--- src/sscmd_map.vh ---
// Register map, field layout and timing constants of the system settings handler
`ifndef SSCMD_MAP_VH
`define SSCMD_MAP_VH

// Register byte offsets
`define SSCMD_CTRL 12'h000
`define SSCMD_EOMW 12'h004
`define SSCMD_TERM 12'h008
`define SSCMD_DATE 12'h00C
`define SSCMD_CMD 12'h010
`define SSCMD_STAT 12'h014
`define SSCMD_IRQ_ST 12'h018
`define SSCMD_IRQ_EN 12'h01C
`define SSCMD_IRQ_CLR 12'h020
`define SSCMD_STATE 12'h024

// Control field positions
`define SSCMD_F_BEEP 0
`define SSCMD_F_LFRQ_LO 1
`define SSCMD_F_LFRQ_HI 2
`define SSCMD_F_LOCK 3
`define SSCMD_F_HDR 4
`define SSCMD_F_MODE 5

// Mains frequency codes
`define SSCMD_LF_AUTO 2'h0
`define SSCMD_LF_50 2'h1
`define SSCMD_LF_60 2'h2

// Command register bits
`define SSCMD_C_RST 0
`define SSCMD_C_DATE 1

// Interrupt bits
`define SSCMD_I_ERR 0
`define SSCMD_I_DONE 1
`define SSCMD_I_REL 2

// Reset values
`define SSCMD_CTRL_RST 6'h00
`define SSCMD_EOMW_RST 7'h01
`define SSCMD_DATE_RST 24'h00_0101

// Pulse width limits in ms, timing
`define SSCMD_PW_MIN 7'h01
`define SSCMD_PW_MAX 7'h64
`define SSCMD_CLK_HZ 25000000
`define SSCMD_MS_HZ 1000
`define SSCMD_MS_CYC (`SSCMD_CLK_HZ / `SSCMD_MS_HZ)

// Terminator bytes
`define SSCMD_CR 8'h0D
`define SSCMD_LF 8'h0A

`endif

--- src/sscmd_date_chk.v ---
// Calendar date validator for the system settings handler
`timescale 1ns/1ps
`default_nettype none
module sscmd_date_chk (
   // Date in BCD
   input wire [7:0] year_bcd,
   input wire [7:0] month_bcd,
   input wire [7:0] day_bcd,
   // Verdict
   output wire date_ok
);
   function [6:0] bcd2bin;
      input [7:0] v;
      begin
         bcd2bin = {3'h0, v[7:4]} * 7'h0A + {3'h0, v[3:0]};
      end
   endfunction

   function bcd_ok;
      input [7:0] v;
      begin
         bcd_ok = (v[7:4] <= 4'h9) && (v[3:0] <= 4'h9);
      end
   endfunction

   wire [6:0] yr;
   wire [6:0] mo;
   wire [6:0] dy;
   reg [6:0] mdays;
   assign yr = bcd2bin(year_bcd);
   assign mo = bcd2bin(month_bcd);
   assign dy = bcd2bin(day_bcd);

   always @* begin
      case (mo)
         7'h02: mdays = (yr[1:0] == 2'h0) ? 7'h1D : 7'h1C;
         7'h04, 7'h06, 7'h09, 7'h0B: mdays = 7'h1E;
         default: mdays = 7'h1F;
      endcase
   end

   assign date_ok = bcd_ok(year_bcd) && bcd_ok(month_bcd) && bcd_ok(day_bcd) &&
                    (mo >= 7'h01) && (mo <= 7'h0C) && (dy >= 7'h01) && (dy <= mdays);
endmodule
`default_nettype wire

--- src/sscmd_top.v ---
// System settings command handler with APB registers and measurement-done output
`timescale 1ns/1ps
`default_nettype none
`include "sscmd_map.vh"
module sscmd_top (
   // Clock and reset
   input wire sys_clk,
   input wire rstn,
   // APB slave
   input wire psel,
   input wire penable,
   input wire pwrite,
   input wire [11:0] paddr,
   input wire [31:0] pwdata,
   output reg [31:0] prdata,
   output reg pready,
   output reg pslverr,
   // Measurement events from the core
   input wire meas_end,
   input wire meas_start,
   // Local panel
   input wire local_req,
   output reg local_grant,
   // Settings toward the instrument
   output reg beeper_on,
   output reg [1:0] mains_frequency_setting,
   output reg panel_lock,
   output reg hdr_on,
   output reg term_code,
   output reg measure_done_strobe_n,
   output reg irq
);
   reg [5:0] ctrl_r;
   reg [6:0] pw_r;
   reg term_r;
   reg [23:0] date_r;
   reg [2:0] ist_r;
   reg [2:0] ien_r;
   reg [2:0] ev_r;
   reg [14:0] ms_cnt_r;
   reg [6:0] ms_left_r;
   reg eom_act_r;
   reg [31:0] rd_nxt;
   reg err_nxt;
   wire date_ok;
   wire wr_acc;
   wire rd_acc;
   wire [1:0] lf_w;
   wire pulse_rel;

   // Each transfer is answered with one wait state, in its second access cycle
   assign wr_acc = psel && penable && pwrite && !pready;
   assign rd_acc = psel && penable && !pwrite && !pready;
   assign lf_w = pwdata[`SSCMD_F_LFRQ_HI:`SSCMD_F_LFRQ_LO];
   // pulse ends on the last millisecond tick, unless a new end restarts it
   assign pulse_rel = eom_act_r && ctrl_r[`SSCMD_F_MODE] && !meas_end &&
                      (ms_cnt_r == `SSCMD_MS_CYC - 1) && (ms_left_r <= 7'h01);

   sscmd_date_chk u_date (
      .year_bcd(pwdata[23:16]),
      .month_bcd(pwdata[15:8]),
      .day_bcd(pwdata[7:0]),
      .date_ok(date_ok)
   );

   ////////////////////////////////////////////////////////////////////////////
   // Read mux and error decode
   always @* begin
      rd_nxt = 32'h0000_0000;
      err_nxt = 1'b0;
      case (paddr)
         `SSCMD_CTRL: rd_nxt = {26'h000_0000, ctrl_r};
         `SSCMD_EOMW: rd_nxt = {25'h000_0000, pw_r};
         `SSCMD_TERM: rd_nxt = {31'h0000_0000, term_r};
         `SSCMD_DATE: rd_nxt = {8'h00, date_r};
         `SSCMD_CMD: rd_nxt = 32'h0000_0000;
         // serial terminator fixed, parallel code beside it
         `SSCMD_STAT: rd_nxt = {8'h00, `SSCMD_CR, `SSCMD_LF, 6'h00, eom_act_r, term_r};
         `SSCMD_IRQ_ST: rd_nxt = {29'h0000_0000, ist_r};
         `SSCMD_IRQ_EN: rd_nxt = {29'h0000_0000, ien_r};
         `SSCMD_IRQ_CLR: rd_nxt = 32'h0000_0000;
         `SSCMD_STATE: rd_nxt = {25'h000_0000, ms_left_r};
         default: err_nxt = 1'b1;
      endcase
      if (pwrite) begin
         case (paddr)
            `SSCMD_CTRL: err_nxt = (lf_w == 2'h3);
            `SSCMD_EOMW: err_nxt = (pwdata[6:0] < `SSCMD_PW_MIN) || (pwdata[6:0] > `SSCMD_PW_MAX) ||
                                   (pwdata[31:7] != 25'h000_0000);
            `SSCMD_DATE: err_nxt = !date_ok;
            `SSCMD_STAT: err_nxt = 1'b1;
            `SSCMD_IRQ_ST: err_nxt = 1'b1;
            `SSCMD_STATE: err_nxt = 1'b1;
            default: err_nxt = err_nxt;
         endcase
      end
   end

   ////////////////////////////////////////////////////////////////////////////
   // Bus answer
   always @(posedge sys_clk) begin
      if (!rstn) begin
         pready <= 1'b0;
         pslverr <= 1'b0;
         prdata <= 32'h0000_0000;
      end else begin
         pready <= psel && penable && !pready;
         pslverr <= psel && penable && !pready && err_nxt;
         prdata <= rd_acc ? rd_nxt : 32'h0000_0000;
      end
   end

   ////////////////////////////////////////////////////////////////////////////
   // Settings registers
   always @(posedge sys_clk) begin
      if (!rstn) begin
         ctrl_r <= `SSCMD_CTRL_RST;
         pw_r <= `SSCMD_EOMW_RST;
         term_r <= 1'b0;
         date_r <= `SSCMD_DATE_RST;
         ien_r <= 3'h0;
         ev_r <= 3'h0;
      end else begin
         ev_r <= 3'h0;
         if (wr_acc && !err_nxt) begin
            case (paddr)
               `SSCMD_CTRL: ctrl_r <= pwdata[5:0];
               `SSCMD_EOMW: pw_r <= pwdata[6:0];
               `SSCMD_TERM: term_r <= pwdata[0];
               `SSCMD_DATE: date_r <= pwdata[23:0];
               `SSCMD_CMD: begin
                  if (pwdata[`SSCMD_C_RST]) begin
                     ctrl_r[`SSCMD_F_HDR] <= 1'b0;
                  end
               end
               `SSCMD_IRQ_EN: ien_r <= pwdata[2:0];
               default: ctrl_r <= ctrl_r;
            endcase
         end
         if (wr_acc && err_nxt) begin
            ev_r[`SSCMD_I_ERR] <= 1'b1;
         end
      end
   end

   ////////////////////////////////////////////////////////////////////////////
   // Measurement-done strobe
   always @(posedge sys_clk) begin
      if (!rstn) begin
         eom_act_r <= 1'b0;
         ms_cnt_r <= 15'h0000;
         ms_left_r <= 7'h00;
      end else if (meas_end) begin
         eom_act_r <= 1'b1;
         ms_cnt_r <= 15'h0000;
         ms_left_r <= pw_r;
      end else if (eom_act_r) begin
         if (!ctrl_r[`SSCMD_F_MODE]) begin
            if (meas_start) begin
               eom_act_r <= 1'b0;
            end
         end else if (ms_cnt_r == `SSCMD_MS_CYC - 1) begin
            ms_cnt_r <= 15'h0000;
            if (ms_left_r <= 7'h01) begin
               eom_act_r <= 1'b0;
               ms_left_r <= 7'h00;
            end else begin
               ms_left_r <= ms_left_r - 7'h01;
            end
         end else begin
            ms_cnt_r <= ms_cnt_r + 15'h0001;
         end
      end
   end

   ////////////////////////////////////////////////////////////////////////////
   // Interrupts and outputs
   always @(posedge sys_clk) begin
      if (!rstn) begin
         ist_r <= 3'h0;
         irq <= 1'b0;
         beeper_on <= 1'b0;
         mains_frequency_setting <= `SSCMD_LF_AUTO;
         panel_lock <= 1'b0;
         hdr_on <= 1'b0;
         term_code <= 1'b0;
         measure_done_strobe_n <= 1'b1;
         local_grant <= 1'b0;
      end else begin
         // Set wins over a clear in the same cycle
         ist_r <= (ist_r & ~((wr_acc && paddr == `SSCMD_IRQ_CLR) ? pwdata[2:0] : 3'h0)) |
                  ev_r | {pulse_rel, meas_end, 1'b0};
         irq <= |(ist_r & ien_r);
         beeper_on <= ctrl_r[`SSCMD_F_BEEP];
         mains_frequency_setting <= ctrl_r[`SSCMD_F_LFRQ_HI:`SSCMD_F_LFRQ_LO];
         panel_lock <= ctrl_r[`SSCMD_F_LOCK];
         hdr_on <= ctrl_r[`SSCMD_F_HDR];
         term_code <= term_r;
         measure_done_strobe_n <= !eom_act_r;
         local_grant <= local_req && !ctrl_r[`SSCMD_F_LOCK];
      end
   end
endmodule
`default_nettype wire

--- config.mk ---
export PLATFORM = sky130hd
export DESIGN_NAME = sscmd_top
export DESIGN_NICKNAME = d
export VERILOG_FILES = /design/src/sscmd_date_chk.v /design/src/sscmd_top.v
export VERILOG_INCLUDE_DIRS = /design/src
export SDC_FILE = /design/constraint.sdc
export NUM_CORES = 1
export LEC_CHECK = 0
export ABC_AREA = 0
export CAP_MARGIN = 20
export CORE_ASPECT_RATIO = 1.2
export CORE_UTILIZATION = 50
export DETAILED_ROUTE_END_ITERATION = 12
export DONT_BUFFER_PORTS = 1
export SYNTH_ARGS = -nofsm -noshare
export SYNTH_HDL_FRONTEND = slang
export SYNTH_SLANG_ARGS = --single-unit
--- constraint.sdc ---
create_clock -name sys_clk -period 5.7 [get_ports sys_clk]
set_clock_uncertainty 0.05 [all_clocks]
set_input_delay 1.14 -clock sys_clk [delete_from_list [all_inputs] [get_ports sys_clk]]
set_output_delay 1.14 -clock sys_clk [all_outputs]
set_load 0.02 [all_outputs]
After elaboration in Yosys (flattened, before gate mapping):

Index checks and enable logic that the tools add are counted.

* register bits after elaboration: 113

* add/sub/neg operators: 5
* $mul: 3
* $lt $le $gt $ge: 13
* equal/unequal tests: 17
* multiplexer cells: 22
* bitwise gates (word level): 6
* reduce and logical (&&, ||, !) cells: 54

Operator list (count)
* $pmux 24 s8: 1
* $eq 12x5->1 const B: 4
* $mux 7: 5
* $reduce_bool 25->1: 1
* $eq 12x4->1 const B: 2
* $eq 12x6->1 const B: 2
* $le 4x4->1 const B: 6
* $logic_and 1x1->1: 24
* $add 15x1->15 const B: 1
* $eq 15x15->1 const B: 1
* $mux 15: 1
* $add 7x4->7: 2
* $eq 7x3->1 const B: 2
* $eq 7x4->1 const B: 2
* $ge 7x1->1 const B: 2
* $pmux 7 s2: 1
* $reduce_and 2->1: 7
* $eq 12x3->1 const B: 1
* $logic_not 12->1: 1
* $mul 4x3->6 const B: 2
* $mux 1: 11
* $reduce_or 10->1: 1
* $reduce_bool 2->1: 4
* $eq 7x2->1 const B: 1
* 24 further kinds: 35

Depth between registers and ports, before layout:

* word-level depth: 14
* mapped depth: 14
* mapped depth without buffers: 13

Cells and area by module:

A second synthesis with hierarchy kept.

* cells, all modules: 553
* area total of the unflattened synthesis: 5082.4 µm²

By module, submodules not included
* sscmd_top: instances 1, cells an instance 483, area each 4484.3 µm²
* sscmd_date_chk: instances 1, cells an instance 70, area each 598.1 µm²

Worst setup path before layout:

No wires, ideal clock.

* path kind: input -> register
* start point: in pwdata[13]
* end point: reg date_r[5]
* library setup time: 0.072 ns
* arrival: 4.378 ns
* required time: 5.578 ns
* path slack: 1.200 ns
* cell stages on the path: 14
* path buffers: 1
* cell sequence: ha_1 -> ha_1 -> fa_1 -> xnor2_1 -> a2111oi_0 -> a31oi_1 -> nor3_1 -> ha_1 -> nor2b_1 -> o2111ai_1 -> mux2i_1 -> nor4_4 -> buf_6 -> mux2i_1

* cells in the longest elaborated chain, start to end: 14

Ends and longest elaborated chain
* start: declaration: RTL line sscmd_top.v:14 `input wire [31:0] pwdata,`
* branches (longest 9 deep; another with $add 7x4->7)
* $pmux 1 s4 (*): RTL line sscmd_top.v:86 `case (paddr)`
* $mux 1 (*): RTL line sscmd_top.v:85 `if (pwrite) begin`
* $logic_not 1->1 (*): RTL line sscmd_top.v:125 `if (wr_acc && !err_nxt) begin`
* $logic_and 1x1->1 (*): RTL line sscmd_top.v:125
* $reduce_and 2->1 (no line) (*)
* end signal: assignment: RTL line sscmd_top.v:120 `` date_r <= `SSCMD_DATE_RST; ``
* end signal: assignment: RTL line sscmd_top.v:130 `` `SSCMD_DATE: date_r <= pwdata[23:0]; ``
* end: declaration: RTL line sscmd_top.v:36 `reg [23:0] date_r;`

Mark *: on every way between the ends.
A chain may end at the register's enable or synchronous reset.

Worst setup path after layout:

* start point: in pwdata[13]
* end point: reg date_r[3]

Same word-level chain as after synthesis.

==> impl_metrics.ini <==
[logic_synthesis]
netlist_top_cells_count = 103 x dfxtp_1, 89 x nand2_1, 45 x nor2_1, 37 x mux2i_1, 31 x a21oi_1
ys_types = 66
synth_area_leader_cell = dfxtp_1
yosysMostFrequentCell = dfxtp_1
yosys_warnings = 0
synthTopCellsByArea = dfxtp_1 40%, mux2i_1 7.1%, nand2_1 6.4%
yosysTopAreaCellShare_pct = 39.55
avgSynthCellArea_um2 = 8.733
synth_area_mm2 = 0.005214
synth_cells = 597
synth_flop_cell = dfxtp_1
synth-seq-area-share_pct = 39.55
async_reset_ff_share_pct = 0
synth_edf_count = 0
ys_seq_elements = 103

[route]
num_vias = 4235
wl_per_cell_um = 17.45
drt_wl_total_mm = 12.48
routed_via_density = 5.923
antenna_left = 0
drc = 0
drt_iter0_markers = 232
first_pass_iters = 4

[floorplanning]
core_mm2 = 0.01006
pin_count = 95
start_util_pct = 51.83
dieWidth_um = 95.22
chipHeight_um = 113.9
rows = 40
die-area_mm2 = 0.01084

[global_route]
overflow = 0
track_usage_pct = 24.38
grt_pass1_wl_mm = 20.07
grt_pass1_vias = 3954
antenna_found_initial = 0
grt_max_degree = 64

[clocking]
clk_pin_slew_ns = 0.07
cts_hold_buf = 0
cts_sinks = 103
cts_tree = done
cts_buffers = 9
clock_path_buffers = 2
post_cts_buffers = 0
cts_root_buf = clkbuf_16
post_cts_resized = 0
htree_num_levels = 3
worstSkewPairLatency_ns = 0.35

[pwr]
clkPwrFrac_pct = 41.5
power_density_mw_per_mm2 = 260.7
p_comb_share_pct = 7.5
power_uw = 1435
peakVddDrop_uv = 164.2
p_sw_uw = 360.4
seqPwrFrac_pct = 50.9
intPower_uw = 1074
switching_share_pct = 25.12
p_leak_uw = 0.002059

[cells_and_area]
drive_gt1_share_pct = 6.112
num_antenna_cells = 0
finish.utilization_pct = 54.71
nets = 658
syn_to_final_growth_pct = 5.568

[sta]
tightest_slew_ns = 0.8708
max_freq_mhz = 226.2
whs_ns = 0.4039
finalSetupViolCount = 0
slew-limit-headroom_pct = 41.50
worst_slack_ns = 1.279
min_period_ns = 4.421
hold_viol = 0
tns_ns = 0
rsz0062_at_grt = no
slew_violations = 0
fin_crit_sh_pct = 77.55

[worst_setup_path]
r2r-start = ms_cnt_r[0]
cp.arrival_ns = 4.65
r2r_slack_ns = 3.33
path_max_fanout = 24
cp-end-kind = flip-flop
required_ns = 5.93
r2r-end = ms_left_r[4]
r2r_cells = 7
startpoint_type = input port
critPathKind = in -> reg

[min_path]
hold_end = date_r[15]
hold_depth = 2
hold_path_class = reg -> reg
holdCritStartpoint = date_r[15]

[run_status]
status = completed

[placement]
io_buffer_count = 0
dpl.hpwl_mm = 9.183
dp_slack_ns = 0.8992
gp_congestion = 0.8756

[run]
drv_cap = 0
[per-layer routing]
metal,part of all wire [%],track usage [%]
met3,6.4,6.000
met2,48,39.33
met5,0,0
met4,1.2,7.071
met1,44,32.01
[worst max-delay path by stage]
| stage | start | end | slack (ns) | depth (start not counted) |
|---|---|---|---|---|
| 6_report | pwdata[13] | date_r[3] | 1.28 | 14 |
| 2_1_floorplan | pwdata[13] | date_r[5] | 1.20 | 14 |
| 5_1_grt | pwdata[13] | date_r[7] | 1.06 | 14 |
| 4_1_cts | pwdata[13] | date_r[3] | 1.25 | 14 |
| 3_3_place_gp | pwdata[13] | date_r[15] | 1.11 | 14 |
| 3_5_place_dp | pwdata[13] | date_r[3] | 0.90 | 14 |
[registers in the layout, summed over array words and instances (netlist names), 2 cells and up]
| signal | cells |
|---|---|
| ien_r | 3 |
| ctrl_r | 6 |
| prdata | 24 |
| date_r | 24 |
| mains_frequency_setting | 2 |
| ist_r | 3 |
| ms_left_r | 7 |
| pw_r | 7 |
| ms_cnt_r | 15 |
[cell families (layout without fill, tap and decap cells)]
logic type,count (synthesis),after routing,share of synthesized area [%]
XOR/XNOR,21,21,3.528
buffers and inverters,50,35,4.919
flip-flops,103,103,39.55
multiplexers,40,40,7.751
other,1,8,0.07193
AO/OA/AOI/OAI,103,103,12.84
AND/OR/NAND/NOR,257,257,25.49
adder cells (fa/ha/maj),22,22,5.856
[layout by cell type (no fill, tap or decap), drive strengths merged, types with 3 or more instances in the layout]
| master | n |
|---|---|
| o211a | 3 |
| xor2 | 14 |
| nand2b | 4 |
| and2 | 19 |
| nor2b | 5 |
| nor2 | 48 |
| nand3 | 21 |
| a211oi | 6 |
| fa | 4 |
| a31oi | 5 |
| clkbuf | 10 |
| nand2 | 89 |
| dfxtp | 103 |
| ha | 18 |
| nand3b | 3 |
| and3 | 9 |
| mux2 | 3 |
| nor3 | 15 |
| or4 | 8 |
| nor4 | 14 |
| xnor2 | 7 |
| a22oi | 6 |
| inv | 22 |
| o21ai | 22 |
| nand4 | 10 |
| o21a | 5 |
| a21o | 3 |
| a21boi | 3 |
| mux2i | 37 |
| conb | 8 |
| a21oi | 31 |
[through the flow]
| stage | area (um2) | std cells |
|---|---|---|
| 2_1_floorplan | 5240 | 604 |
| 5_1_grt | 5504 | 715 |
| 4_1_cts | 5499 | 714 |
| 3_3_place_gp | 5216 | 698 |
| 6_report | 5504 | 715 |
| 3_5_place_dp | 5216 | 698 |
[power by group through the flow]
| stage | registers, uW | logic, uW | clock network (uW) |
|---|---|---|---|
| 6_report | 731 | 108 | 596 |
| 3_3_place_gp | 747 | 105 | 0 |
| 4_1_cts | 730 | 107 | 613 |
| 2_1_floorplan | 745 | 105 | 0 |
| 3_5_place_dp | 747 | 107 | 0 |
| 5_1_grt | 731 | 123 | 641 |
[critical path: stages]
cell and delay [ns]:
ha_1 0.28, ha_1 0.22, fa_1 0.38, xnor2_1 0.15, a2111oi_0 0.34, a31oi_1 0.19
nor3_1 0.27, ha_1 0.28, nor2b_1 0.13, o2111ai_1 0.17, mux2i_1 0.17, nor4_4 0.27
buf_4 0.41, mux2i_1 0.24
[cell type report]
class | count | area [um2]
well taps | 126 | 157.7
flip-flops and latches | 103 | 2062
inverters | 16 | 60.06
clock inverters | 7 | 57.56
repair buffers | 3 | 20.02
clock buffers | 9 | 225.2
multi-input cells | 451 | 2922
fillers | 939 | 4556
(Power assumes the default switching activity.)
